`config.mk`:
```
export PLATFORM = sky130hd
export DESIGN_NAME = dgc_cfg_regs
export DESIGN_NICKNAME = d
export VERILOG_FILES = /design/src/rtl/dgc_pkg.sv /design/src/rtl/dgc_sel_reg.sv /design/src/rtl/dgc_cfg_regs.sv
export SDC_FILE = /design/constraint.sdc
export NUM_CORES = 1
export LEC_CHECK = 0
export BUFFER_PORTS_ARGS = -buffer_cell sky130_fd_sc_hd__clkbuf_2
export CAP_MARGIN = 10
export CORE_ASPECT_RATIO = 1.1
export CORE_UTILIZATION = 25
export CTS_CLUSTER_DIAMETER = 30
export CTS_CLUSTER_SIZE = 10
export DETAILED_ROUTE_END_ITERATION = 12
export GPL_TIMING_DRIVEN = 0
export SETUP_SLACK_MARGIN = 0.15
export SYNTH_ARGS = -nofsm -noshare
export SYNTH_HDL_FRONTEND = slang
export SYNTH_SLANG_ARGS = --single-unit
```
`constraint.sdc`:
```
create_clock -name mclk_in -period 3.5 [get_ports mclk_in]
set_input_delay 0.7 -clock mclk_in [delete_from_list [all_inputs] [get_ports mclk_in]]
set_output_delay 0.7 -clock mclk_in [all_outputs]
set_load 0.05 [all_outputs]
```
`src/rtl/dgc_pkg.sv`:
```
// Register map, field positions and reset values of the config bank
package dgc_pkg;
  // Register addresses on the register access port
  localparam logic [7:0] DGC_DEV_CFG_ADDR = 8'h4C;
  localparam logic [7:0] DGC_PIN_CFG_ADDR = 8'h4D;
  // Reset values
  localparam logic [15:0] DGC_DEV_CFG_RST = 16'h0000;
  localparam logic [15:0] DGC_PIN_CFG_RST = 16'h0000;
  // writable bits; reserved bits read zero, except device config bit 13, which is writable
  localparam logic [15:0] DGC_DEV_CFG_WMASK = 16'h7B00;
  localparam logic [15:0] DGC_PIN_CFG_WMASK = 16'h7FFD;
  // Device config field positions
  localparam int DGC_READY_SEL_POS = 14;
  localparam int DGC_RSVD_WR_POS = 13;
  localparam int DGC_CLK_SRC_POS = 12;
  localparam int DGC_WORD_LEN_POS = 11;
  localparam int DGC_MODE_LSB = 8;
  localparam int DGC_MODE_MSB = 9;
  // Pin config field positions
  localparam int DGC_FMT_LSB = 10;
  localparam int DGC_FMT_MSB = 14;
  localparam int DGC_DIR_LSB = 5;
  localparam int DGC_DIR_MSB = 9;
  localparam int DGC_SRC_HI_LSB = 2;
  localparam int DGC_SRC_HI_MSB = 4;
  localparam int DGC_SRC0_POS = 0;
  // Pin and converter counts, word widths
  localparam int DGC_PIN_N = 5;
  localparam int DGC_CONV_N = 4;
  localparam int DGC_WORD_W = 24;
  localparam int DGC_WIDE_W = 32;
  // Operating mode codes
  localparam logic [1:0] DGC_MODE_ACTIVE = 2'h0;
  localparam logic [1:0] DGC_MODE_STANDBY = 2'h1;
  // Output reset levels
  localparam logic DGC_READY_N_RST = 1'h1;
endpackage : dgc_pkg

```
`src/rtl/dgc_sel_reg.sv`:
```
// Registered per-bit two-way selector
`timescale 1ns/1ps
module dgc_sel_reg #(
  parameter int W = 1,
  parameter logic [W-1:0] RST = '0
) (
  // Clock and reset
  input wire logic mclk_in,
  input wire logic rst_b_in,
  // Select and the two sources
  input wire logic [W-1:0] sel_in,
  input wire logic [W-1:0] a_in,
  input wire logic [W-1:0] b_in,
  // Registered result
  output logic [W-1:0] q_out
);
  logic [W-1:0] next_q;

  // Bit set in select takes source b
  always_comb begin
    next_q = (sel_in & b_in) | (~sel_in & a_in);
  end

  // Result register
  always_ff @(posedge mclk_in or negedge rst_b_in) begin
    if (!rst_b_in) begin
      q_out <= RST;
    end else begin
      q_out <= next_q;
    end
  end
endmodule : dgc_sel_reg

```
`src/rtl/dgc_cfg_regs.sv`:
```
// Device and pin configuration register bank with its selection logic
// Operation
// - Ready select 0 routes first converter pair ready, 1 the second pair.
// - Clock source select 0 picks internal oscillator, 1 external clock.
// - Word length select 0 gives 24-bit words, 1 gives 32-bit words.
// - In 32-bit mode words are padded with zeros at the low end.
// - Mode code 00 selects active, 01 selects standby.
// - Standby holds every converter disabled.
// - Mode codes 10 and 11 both select power-down, identically.
// - Pin config register sits at 4Dh and resets to 0000h.
// - Pin config bits 14..10 are formats, bits 9..8 directions of pins 4,3.
// - Low byte: directions 2..0, sources 4..2, reserved zero, pin 0 source.
// - Format 0 gives static levels, 1 gives PWM decode and drive.
// - Device config register sits at 4Ch and resets to 0000h.
`timescale 1ns/1ps
module dgc_cfg_regs
  import dgc_pkg::*;
(
  // Clock and reset
  input wire logic mclk_in,
  input wire logic rst_b_in,
  // Register access port from the serial frame decoder
  input wire logic reg_wr_in,
  input wire logic reg_rd_in,
  input wire logic [7:0] reg_addr_in,
  input wire logic [15:0] reg_wdata_in,
  output logic [15:0] reg_rdata_out,
  output logic reg_rdata_valid_out,
  // Converter ready indications, active low
  input wire logic pair_a_ready_n_in,
  input wire logic pair_b_ready_n_in,
  output logic conversion_ready_n_out,
  // Clock, word length and mode selections
  output logic clock_source_sel_out,
  output logic word_length_32_out,
  output logic [1:0] operating_mode_sel_out,
  output logic standby_out,
  output logic power_down_out,
  // Converter enables: current a, current b, voltage a, voltage b
  input wire logic [DGC_CONV_N-1:0] conv_enable_req_in,
  output logic [DGC_CONV_N-1:0] conv_enable_out,
  // Data words towards the serial frame
  input wire logic word_valid_in,
  input wire logic [DGC_WORD_W-1:0] word_in,
  output logic word_valid_out,
  output logic [DGC_WIDE_W-1:0] word_out,
  // Pin levels, static and PWM paths
  input wire logic [DGC_PIN_N-1:0] pin_static_in,
  input wire logic [DGC_PIN_N-1:0] pin_pwm_in,
  output logic [DGC_PIN_N-1:0] pin_level_out,
  input wire logic [DGC_PIN_N-1:0] drive_static_in,
  input wire logic [DGC_PIN_N-1:0] drive_pwm_in,
  output logic [DGC_PIN_N-1:0] pin_drive_out,
  // Pin configuration fields
  output logic [DGC_PIN_N-1:0] pin_format_out,
  output logic [DGC_PIN_N-1:0] pin_direction_out,
  output logic [DGC_PIN_N-1:0] pin_source_out
);
  logic [15:0] device_config;
  logic [15:0] pin_function_config;
  logic [15:0] next_device_config;
  logic [15:0] next_pin_function_config;
  logic [15:0] next_rdata;
  logic next_rdata_valid;
  logic [1:0] next_mode;
  logic next_standby;
  logic next_power_down;
  logic [DGC_CONV_N-1:0] next_conv_enable;
  logic next_word_valid;
  logic [DGC_WIDE_W-1:0] next_word;
  logic [DGC_PIN_N-1:0] fmt;
  logic [DGC_PIN_N-1:0] next_direction;
  logic [DGC_PIN_N-1:0] next_source;
  logic dev_hit;
  logic pin_hit;

  assign dev_hit = reg_addr_in == DGC_DEV_CFG_ADDR;
  assign pin_hit = reg_addr_in == DGC_PIN_CFG_ADDR;
  assign fmt = pin_function_config[DGC_FMT_MSB:DGC_FMT_LSB];

  // Register writes, reserved read-only bits masked off
  always_comb begin
    next_device_config = device_config;
    next_pin_function_config = pin_function_config;
    if (reg_wr_in && dev_hit) begin
      next_device_config = reg_wdata_in & DGC_DEV_CFG_WMASK;
    end
    if (reg_wr_in && pin_hit) begin
      next_pin_function_config = reg_wdata_in & DGC_PIN_CFG_WMASK;
    end
  end

  // Register read-back; unmapped addresses read zero
  always_comb begin
    next_rdata = 16'h0000;
    next_rdata_valid = reg_rd_in;
    if (reg_rd_in && dev_hit) begin
      next_rdata = device_config;
    end else if (reg_rd_in && pin_hit) begin
      next_rdata = pin_function_config;
    end
  end

  // Configuration and read-back registers
  always_ff @(posedge mclk_in or negedge rst_b_in) begin
    if (!rst_b_in) begin
      device_config <= DGC_DEV_CFG_RST;
      pin_function_config <= DGC_PIN_CFG_RST;
      reg_rdata_out <= 16'h0000;
      reg_rdata_valid_out <= 1'h0;
    end else begin
      device_config <= next_device_config;
      pin_function_config <= next_pin_function_config;
      reg_rdata_out <= next_rdata;
      reg_rdata_valid_out <= next_rdata_valid;
    end
  end

  // clock source select straight from its bit
  assign clock_source_sel_out = device_config[DGC_CLK_SRC_POS];
  // word length select straight from its bit
  assign word_length_32_out = device_config[DGC_WORD_LEN_POS];

  // Mode decode and converter gating
  always_comb begin
    next_mode = device_config[DGC_MODE_MSB:DGC_MODE_LSB];
    next_standby = next_mode == DGC_MODE_STANDBY;
    next_power_down = next_mode[1];
    // converters run only in active mode
    if (next_mode == DGC_MODE_ACTIVE) begin
      next_conv_enable = conv_enable_req_in;
    end else begin
      next_conv_enable = '0;
    end
  end

  // Mode output registers
  always_ff @(posedge mclk_in or negedge rst_b_in) begin
    if (!rst_b_in) begin
      operating_mode_sel_out <= DGC_MODE_ACTIVE;
      standby_out <= 1'h0;
      power_down_out <= 1'h0;
      conv_enable_out <= '0;
    end else begin
      operating_mode_sel_out <= next_mode;
      standby_out <= next_standby;
      power_down_out <= next_power_down;
      conv_enable_out <= next_conv_enable;
    end
  end

  // Word widening for the serial frame
  always_comb begin
    next_word_valid = word_valid_in;
    // zero padding at the low end for 32-bit words, at the high end for 24-bit words
    if (device_config[DGC_WORD_LEN_POS]) begin
      next_word = {word_in, 8'h00};
    end else begin
      next_word = {8'h00, word_in};
    end
  end

  // Word output registers
  always_ff @(posedge mclk_in or negedge rst_b_in) begin
    if (!rst_b_in) begin
      word_valid_out <= 1'h0;
      word_out <= '0;
    end else begin
      word_valid_out <= next_word_valid;
      word_out <= next_word;
    end
  end

  dgc_sel_reg #(
    .W(1),
    .RST(DGC_READY_N_RST)
  ) u_ready_sel (
    .mclk_in(mclk_in),
    .rst_b_in(rst_b_in),
    .sel_in(device_config[DGC_READY_SEL_POS]),
    .a_in(pair_a_ready_n_in),
    .b_in(pair_b_ready_n_in),
    .q_out(conversion_ready_n_out)
  );

  // input level path per pin format
  dgc_sel_reg #(
    .W(DGC_PIN_N),
    .RST('0)
  ) u_level_sel (
    .mclk_in(mclk_in),
    .rst_b_in(rst_b_in),
    .sel_in(fmt),
    .a_in(pin_static_in),
    .b_in(pin_pwm_in),
    .q_out(pin_level_out)
  );

  // output drive path per pin format
  dgc_sel_reg #(
    .W(DGC_PIN_N),
    .RST('0)
  ) u_drive_sel (
    .mclk_in(mclk_in),
    .rst_b_in(rst_b_in),
    .sel_in(fmt),
    .a_in(drive_static_in),
    .b_in(drive_pwm_in),
    .q_out(pin_drive_out)
  );

  // Pin field unpacking; pin 1 has no source bit
  always_comb begin
    // directions of pins 4 down to 0
    next_direction = pin_function_config[DGC_DIR_MSB:DGC_DIR_LSB];
    // sources of pins 4..2 and 0
    next_source = {pin_function_config[DGC_SRC_HI_MSB:DGC_SRC_HI_LSB],
      1'h0, pin_function_config[DGC_SRC0_POS]};
  end

  // Pin field output registers
  always_ff @(posedge mclk_in or negedge rst_b_in) begin
    if (!rst_b_in) begin
      pin_format_out <= '0;
      pin_direction_out <= '0;
      pin_source_out <= '0;
    end else begin
      pin_format_out <= fmt;
      pin_direction_out <= next_direction;
      pin_source_out <= next_source;
    end
  end
endmodule : dgc_cfg_regs

```
==> results.md, run 1 <==
- Routability-driven placement finished with a final weighted congestion of 0.701.
- Cells fill 36.0% of the core in the end.
- Traced cell by cell, the critical path runs through clkbuf_2, or4b_4, nor4_4, mux2_2.
- The run finished with clean final reports.
- The via count of the first global-routing pass is between 2000 and 2500.
- The number of gates resized after CTS was 0.
- Of the cells placed in the final design, the portion with a size suffix greater than 1 is 59.2%.
- The total of flip-flops plus latches after synthesis is 100.
- The commonest register cell after synthesis is sky130_fd_sc_hd__dfrtp_1.
- In this run, placement finished with an instance count of 555.
- Adding up every negative setup slack in the final design gives 0 ns.
- The horizontal extent of the die is 114 um.
- The length of routed wiring on met1 is 3240 um.
- The first detailed-routing pass ran for 3 iterations.
- By startpoint and endpoint, the worst setup path is classified as in2reg.
- In the finished design, the share of the clock period the worst path needs comes to 57.8%.
- Entering global routing, the biggest net connects 57 pins.
- The reg-to-reg critical path startpoint is device_config[11].
- The fmax is 0.495 GHz.
- In the synthesized netlist, the cells that appear most often are 99 x sky130_fd_sc_hd__dfrtp_1, 47 x sky130_fd_sc_hd__mux2_2, 20 x sky130_fd_sc_hd__and2_1.
- Port buffering added 158 buffers.
- The met2 layer wire length in the routed design is 3690 um.
- The worst setup path is captured at a flip-flop.
- The wire length of the first global-routing pass is 12300 um.
- The critical path startpoint category is an input pin.
- The number of buffers inserted by post-CTS setup repair is 0.
- The final setup violation count is 0.
- The path with the worst hold slack has its endpoint at pin_source_out[0].
- The proportion of total power due to net switching is a little over a quarter.
- By area the synthesized netlist is led by sky130_fd_sc_hd__dfrtp_1 72%, sky130_fd_sc_hd__mux2_2 15%, sky130_fd_sc_hd__and2_1 3.6%.
- In this run the vertical extent of the chip is between 100 and 150 um.
- The post-detailed-placement cell area is 4510 sq um.
- After detailed routing, the met3 layer carries 727 um of wire.
- The number of max-cap violations is 0.
- The CTS tree is built.
- The die covers 14300 sq um.
- The worst vdd rail ir drop is 0.217 mV.
- The detailed-route wire length is 7810 um.
- The share of total power in sequential cells is 48.6%.
- Internal power comes to roughly 1900 uW.
- The relative max-transition margin is 42.9%.
- The kind of path behind the tightest hold check is reg2reg.
- The clock skew after layout is 0.00488 ns.
- The clock passes through at most 2 buffers.
- The share of total power in the clock network is 38.3%.
- The number of warning messages in the yosys log is 0.
- The analysis attributes to cell leakage a power of 0.00252 uW.
- For the worst-skew pair, the clock arrives at the later sink with an insertion delay of between 0.3 and 0.4 ns.
- CTS saw 100 sinks.
- The depth of the worst register-to-register path is 3.
- The cts-stage hold buffer count is 0.
- The post-synthesis async set-or-reset flop share is 100%.
- Data arrives at the worst endpoint at 2.25 ns.
- The repair_antennas step left the layout with diodes totalling 0.
- The clock slew seen by the registers of the worst setup and hold paths is 0.07 ns.
- The number of buffers inserted during clock tree synthesis is 9.
- From synthesis to final layout, the design area changed by 39.0%.
- After routing the design area is between 4000 and 5000 sq um.
- After legalization and detailed placement, the total HPWL measured ~5800 um.
- The mapped netlist covers 3450 sq um.
- Counting flops with a built-in enable in the synthesized netlist gives 0.
- The highest routing layer actually used is met4.
- In this run the power spent charging and discharging nets is about 660 uW.
- For the finished layout, the period the worst path requires is between 2 and 2.5 ns.
- The number of H-tree levels is 3.
- The net count reported at finish is 461.
- The cell accounting for the most synthesized area is sky130_fd_sc_hd__dfrtp_1.
- The DRC violation count after routing is 0.
- Detailed routing inserted a total of 2278 vias.
- The boundary pin count is 165.
- For this configuration, the core starts out at a cell density of 25.9%.
- The unique cell type count in the Yosys netlist is 23.
- Across every metal layer, demand over resource in global routing totals 11.6%.
- The initialized floorplan defines 44 standard-cell rows.
- The average instance area after synthesis is 16.4 sq um.
- Using the TritonRoute via totals, the vias-per-cell ratio works out to 3.99.
- The master of the slowest instance on the critical path is sky130_fd_sc_hd__or4b_4.
- The number of cells in the finished layout apart from fillers is 571.
- For the pin with the worst max-slew slack, the measured transition is 0.850 ns.
- Counting instances, the worst hold path has a depth of 0.
- Once detail routing completed, the nets flagged for antenna violations numbered 0.
- In this run the standard cell core region covers about 13000 sq um.
- The share of Yosys cell area claimed by the top area cell type is 71.8%.
- The gate count of the mapped netlist is 210.
- On the worst path, the slowest cell contributes a delay of 0.55 ns.
- The proportion of power drawn by combinational gates is 13.1%.
- Of the synthesized area, sequential elements account for 72.6%.
- The worst register-to-register path ends at word_out[14].
- For the worst setup path, the data required time is 3.73 ns.
- Setup repair after global routing left no endpoint under its margin.
- In this run the power density over the cells is 526 nW/um^2.
- The total grt overflow is 0.
- The startpoint of the lowest-slack hold path is pin_function_config[0].
- The wire length per cell is 13.7 um.
- The number of antenna violations at the first check in global routing came to 0.
- In the post-synthesis netlist, the cell with the most instances is sky130_fd_sc_hd__dfrtp_1.
- In this run the worst path has a maximum fanout of 6.
- After the first detailed-routing iteration, the DRC count stood at 70.
- Setup slack on the worst reg-to-reg path comes out at 1.76 ns.
- The count of endpoints failing hold in the final timing report is 0.
- The number of max-slew violations in the final report was 0.
- The cell sitting at the root of the clock tree is a sky130_fd_sc_hd__clkbuf_16.
- The completed layout was analyzed and its total power is 2520 uW.
[power groups by stage]
stage | registers (uW) | clock network [uW] | logic [uW]
floorplan | 1380 | 0 | 71.2
global placement | 1250 | 0 | 327
detailed placement | 1250 | 0 | 336
CTS | 1230 | 1010 | 337
global route | 1230 | 1050 | 355
finish | 1220 | 964 | 331
[cell families (layout without fill, tap and decap cells)]
logic type | Yosys count | in the layout | share of synthesized area (%)
flip-flops | 100 | 100 | 72.6
multiplexers | 53 | 53 | 17.1
AND/OR/NAND/NOR | 45 | 45 | 8.34
buffers and inverters | 11 | 186 | 1.89
other | 1 | 3 | 0.109
[worst max-delay path, delay by kind of cell]
kind | cells | cell delay (ns)
multiplexers | 1 | 0.41
AND/OR/NAND/NOR | 2 | 1.04
buffers and inverters | 1 | 0.09
[stage by stage]
step	setup slack (ns)	hold slack, ns
after floorplan	1.41	0.361
after global placement	0.454	0.371
after detailed placement	1.06	0.375
after CTS	1.43	0.391
after global routing	1.32	0.404
final	1.48	0.389
[how the worst max path moves through the flow]
| stage | from | endpoint | slack, ns | cells after the start |
|---|---|---|---|---|
| final | reg_addr_in[5] | device_config[11] | 1.48 | 4 |
| after global routing | reg_addr_in[5] | reg_rdata_out[7] | 1.32 | 4 |
| after CTS | reg_addr_in[5] | reg_rdata_out[7] | 1.43 | 4 |
| after detailed placement | reg_addr_in[5] | reg_rdata_out[7] | 1.06 | 4 |
| after global placement | rst_b_in | conv_enable_out[0] | 0.45 | 1 |
| after floorplan | reg_addr_in[5] | device_config[11] | 1.41 | 3 |
[final cells by class]
class | count | area, sq um
plain buffers | 10 | 61.3
clock buffers | 11 | 233
clock inverters | 5 | 52.6
fillers | 1335 | 8530
inverters | 1 | 3.75
multi-input cells | 101 | 888
flip-flops and latches | 100 | 2500
well taps | 184 | 230
repair buffers | 159 | 821
[layout by cell type, fill, tap and decap left out, types with 3 or more instances in the layout]
| cell | instances |
|---|---|
| sky130_fd_sc_hd__dfrtp_1 | 99 |
| sky130_fd_sc_hd__buf_4 | 4 |
| sky130_fd_sc_hd__nor2_1 | 7 |
| sky130_fd_sc_hd__clkbuf_1 | 5 |
| sky130_fd_sc_hd__mux2_2 | 47 |
| sky130_fd_sc_hd__and2_1 | 20 |
| sky130_fd_sc_hd__conb_1 | 3 |
| sky130_fd_sc_hd__mux2i_1 | 6 |
| sky130_fd_sc_hd__clkinv_2 | 3 |
| sky130_fd_sc_hd__clkbuf_2 | 157 |
| sky130_fd_sc_hd__nor2b_1 | 9 |
| sky130_fd_sc_hd__clkbuf_16 | 9 |
[state kept, by name (all words and copies together) (netlist names), 2 cells and up]
register,count
conv_enable_out,4
device_config,6
operating_mode_sel_out,2
pin_direction_out,5
pin_format_out,5
pin_function_config,14
pin_source_out,4
reg_rdata_out,14
u_drive_sel.q_out,5
u_level_sel.q_out,5
word_out,32
[metal layers]
| layer | vias to the layer above | global-route usage [%] |
|---|---|---|
| li1 | 1044 | - |
| met1 | 1110 | 13.7 |
| met2 | 114 | 18.2 |
| met3 | 10 | 4.22 |
| met4 | 0 | 6.19 |
| met5 | - | 0 |
Note: power is estimated with default switching activity, not from simulation.
==> run 2, diff against run 1 <==
clock period = 1.9 ns   (was 3.5 ns; I/O delays follow)
==> results.md, run 2 (synthesis gave the netlist of run 1 again) <==
- For this run, the top clock speed supported by timing is 0.621 GHz.
- The worst setup path is launched from an input pin.
- The global-route total usage across every layer is 11.6% (about the same).
- The largest registers in the layout are word_out: 32 flops, pin_function_config: 14 flops, reg_rdata_out: 14 flops.
- The data required time at the worst endpoint was 2.13 ns (-1.60 ns).
- The arrival time at the worst endpoint is 1.84 ns (-0.41 ns).
- The number of max-slew violations in the final report is 0 (unchanged).
- The number of flip-flops under the largest register name is 32 (unchanged).
- The TritonCTS sink count is 100 (unchanged).
- The boundary pin count is 165 (unchanged).
- The number of buffers inserted during clock tree synthesis is 9 (unchanged).
- Leaving out fill and tap cells, the most frequent cell in the layout is sky130_fd_sc_hd__clkbuf_2.
- The total number of vias was 2276 (-0.088%).
- The root buffer cell chosen for the clock tree is sky130_fd_sc_hd__clkbuf_16.
- The count of endpoints failing hold in the final timing report came to 0 (unchanged).
- The area of the core came to 13300 sq um (unchanged).
- The wire length of the first global-routing pass is 12300 um (unchanged).
- The share of layout cells above drive strength 1 came to 59.8% (+0.62 points).
- The static power due to leakage is 0.00253 uW (+0.39%).
- The final non-filler cell area is 4810 sq um (+0.29%).
- The worst hold path belongs to the class in2async.
- The clock latency reported for the late side of the worst-skew pair is 0.34 ns (about the same).
- The CTS tree is built.
- The wire length per cell is 13.7 um (about the same).
- The number of antenna violations at the first check in global routing is 0 (unchanged).
- The relative max-transition margin is 56.1% (+13 points).
- The largest net degree at the start of global routing is 57 (unchanged).
- The clock skew after layout came to 0.00472 ns (-0.000161 ns).
- The capture point of the worst reg-to-reg path is word_out[23].
- The reg-to-reg critical path startpoint is device_config[11].
- The depth of the worst register-to-register path is 3 (unchanged).
- The placement row count was 44 (unchanged).
- The smallest hold slack was 0.0836 ns (-0.305 ns).
- The number of antenna-violating nets in the routed design is 0 (unchanged).
- The filler cell count was 1335 (unchanged).
- The clock slew seen by the registers of the worst setup and hold paths is 0.06 ns (about the same).
- The number of max-cap violations is 0 (unchanged).
- The antenna diode count is 0 (unchanged).
- The final setup violation count came to 0 (unchanged).
- The measured slew at the worst slew-check pin is 0.658 ns (-0.192 ns).
- The detailed-route wire length is 7820 um (+0.18%).
- The via count of the first global-routing pass is 2369 (+0.17%).
- The global placer's final weighted congestion came to 0.701 (unchanged).
- The maximum fanout encountered on the critical timing path is 6 (unchanged).
- The floorplan die area came to 14300 sq um (unchanged).
- The flow ran to the end, and the final reports show no timing, DRC or antenna violations.
- Setup repair after global routing left no endpoint under its margin.
- The net count reported at finish was 462 (+0.22%).
- The detailed-route vias per instance was 3.98 (-0.26%).
- The estimated wirelength of the detail-placed design was 5790 um (unchanged).
- The iteration-0 DRC count of the detailed router is 85 (+21%).
- The worst setup path is of the in2reg kind.
- The post-detailed-placement cell area is 4510 sq um (unchanged).
- In the layout the commonest cells are 157 x sky130_fd_sc_hd__clkbuf_2, 99 x sky130_fd_sc_hd__dfrtp_1, 47 x sky130_fd_sc_hd__mux2_2, 20 x sky130_fd_sc_hd__and2_1.
- The area growth from synthesis to layout is 39.4%.
- The number of buffers added on ports came to 158 (unchanged).
- The total grt overflow is 0 (unchanged).
- The DRC violation count after routing came to 0 (unchanged).
- The final period demand of the worst path is roughly 1.6 ns.
- The ratio of total power to cell area is 964 nW/um^2 (+84%).
- The worst vdd rail ir drop is 0.399 mV (+84%).
- The final cycle utilization of the critical path is 84.8%.
- The endpoint class of the critical path is a flip-flop.
- The maximum number of buffers from clock root to sink is 2 (unchanged).
- The horizontal extent of the die came to 114 um (unchanged).
- The number of H-tree levels is 3 (unchanged).
- The number of detailed-route iterations in the first pass is 4 (+1).
- The initial cell density of the core is 25.9% (unchanged).
- The most flop-heavy register is word_out.
- The register-to-register setup slack is 0.30 ns (-1.46 ns).
- The overall die height is 125 um (unchanged).
## run 2: critical path, stage by stage
cell and delay, ns:
sky130_fd_sc_hd__clkbuf_2 0.09, sky130_fd_sc_hd__or4b_4 0.56, sky130_fd_sc_hd__nor4_4 0.25, sky130_fd_sc_hd__buf_4 0.20
sky130_fd_sc_hd__mux2_2 0.35
## run 2: how the worst max path moves through the flow
stage                                 start            endpoint  cells after the start
after floorplan              reg_addr_in[5]   device_config[11]                      3
after global placement             rst_b_in  conv_enable_out[0]                      1
after detailed placement     reg_addr_in[5]    reg_rdata_out[7]                      4
after CTS                    reg_addr_in[5]   device_config[11]                      4
after global routing      device_config[11]        word_out[23]                      3
final                        reg_addr_in[5]   device_config[11]                      5
## run 2: power breakdown
part,internal [uW],switching (uW),total [uW]
logic,190,420,610
registers,2220,38.6,2260
clock network,1010,757,1770
total,3420,1220,4640
## run 2: per-stage QoR
step                      TNS (ns)  std cells  utilization (%)  worst slack (ns)  power [uW]
after floorplan                  0        212                -             0.126        2680
after global placement      -84.07        554             33.6            -0.826        2900
after detailed placement     -3.50        555             33.8            -0.221        2920
after CTS                        0        571             36.0             0.171        4740
after global routing             0        572             36.1             0.162        4850
final                            0        572             36.1             0.289        4640
## run 2: timing repair
| action | 4_1_cts | 5_1_grt |
|---|---|---|
| buffers inserted | 0 | 1 |
| setup endpoints to repair | 3 | 3 |
| gates resized for setup | 2 | 0 |
| hold buffers | 0 | 0 |
| pin swaps | 0 | 1 |
## run 2: cell type report
cell class	instances	area, sq um	area share, %
Tap cell	184	230	4.79
Multi-Input combinational cell	101	893	18.6
Clock buffer	11	233	4.84
Sequential cell	100	2500	52.1
Clock inverter	5	52.6	1.09
Timing Repair Buffer	160	828	17.2
Inverter	1	3.75	0.0781
Buffer	10	62.6	1.30
## run 2: layer usage
metal,track usage [%],vias to the layer above,wire length (um)
met1,13.7,1105,3260
met4,6.19,0,144
met3,4.22,10,725
met5,0,-,0
met2,18.3,118,3700
li1,-,1043,-
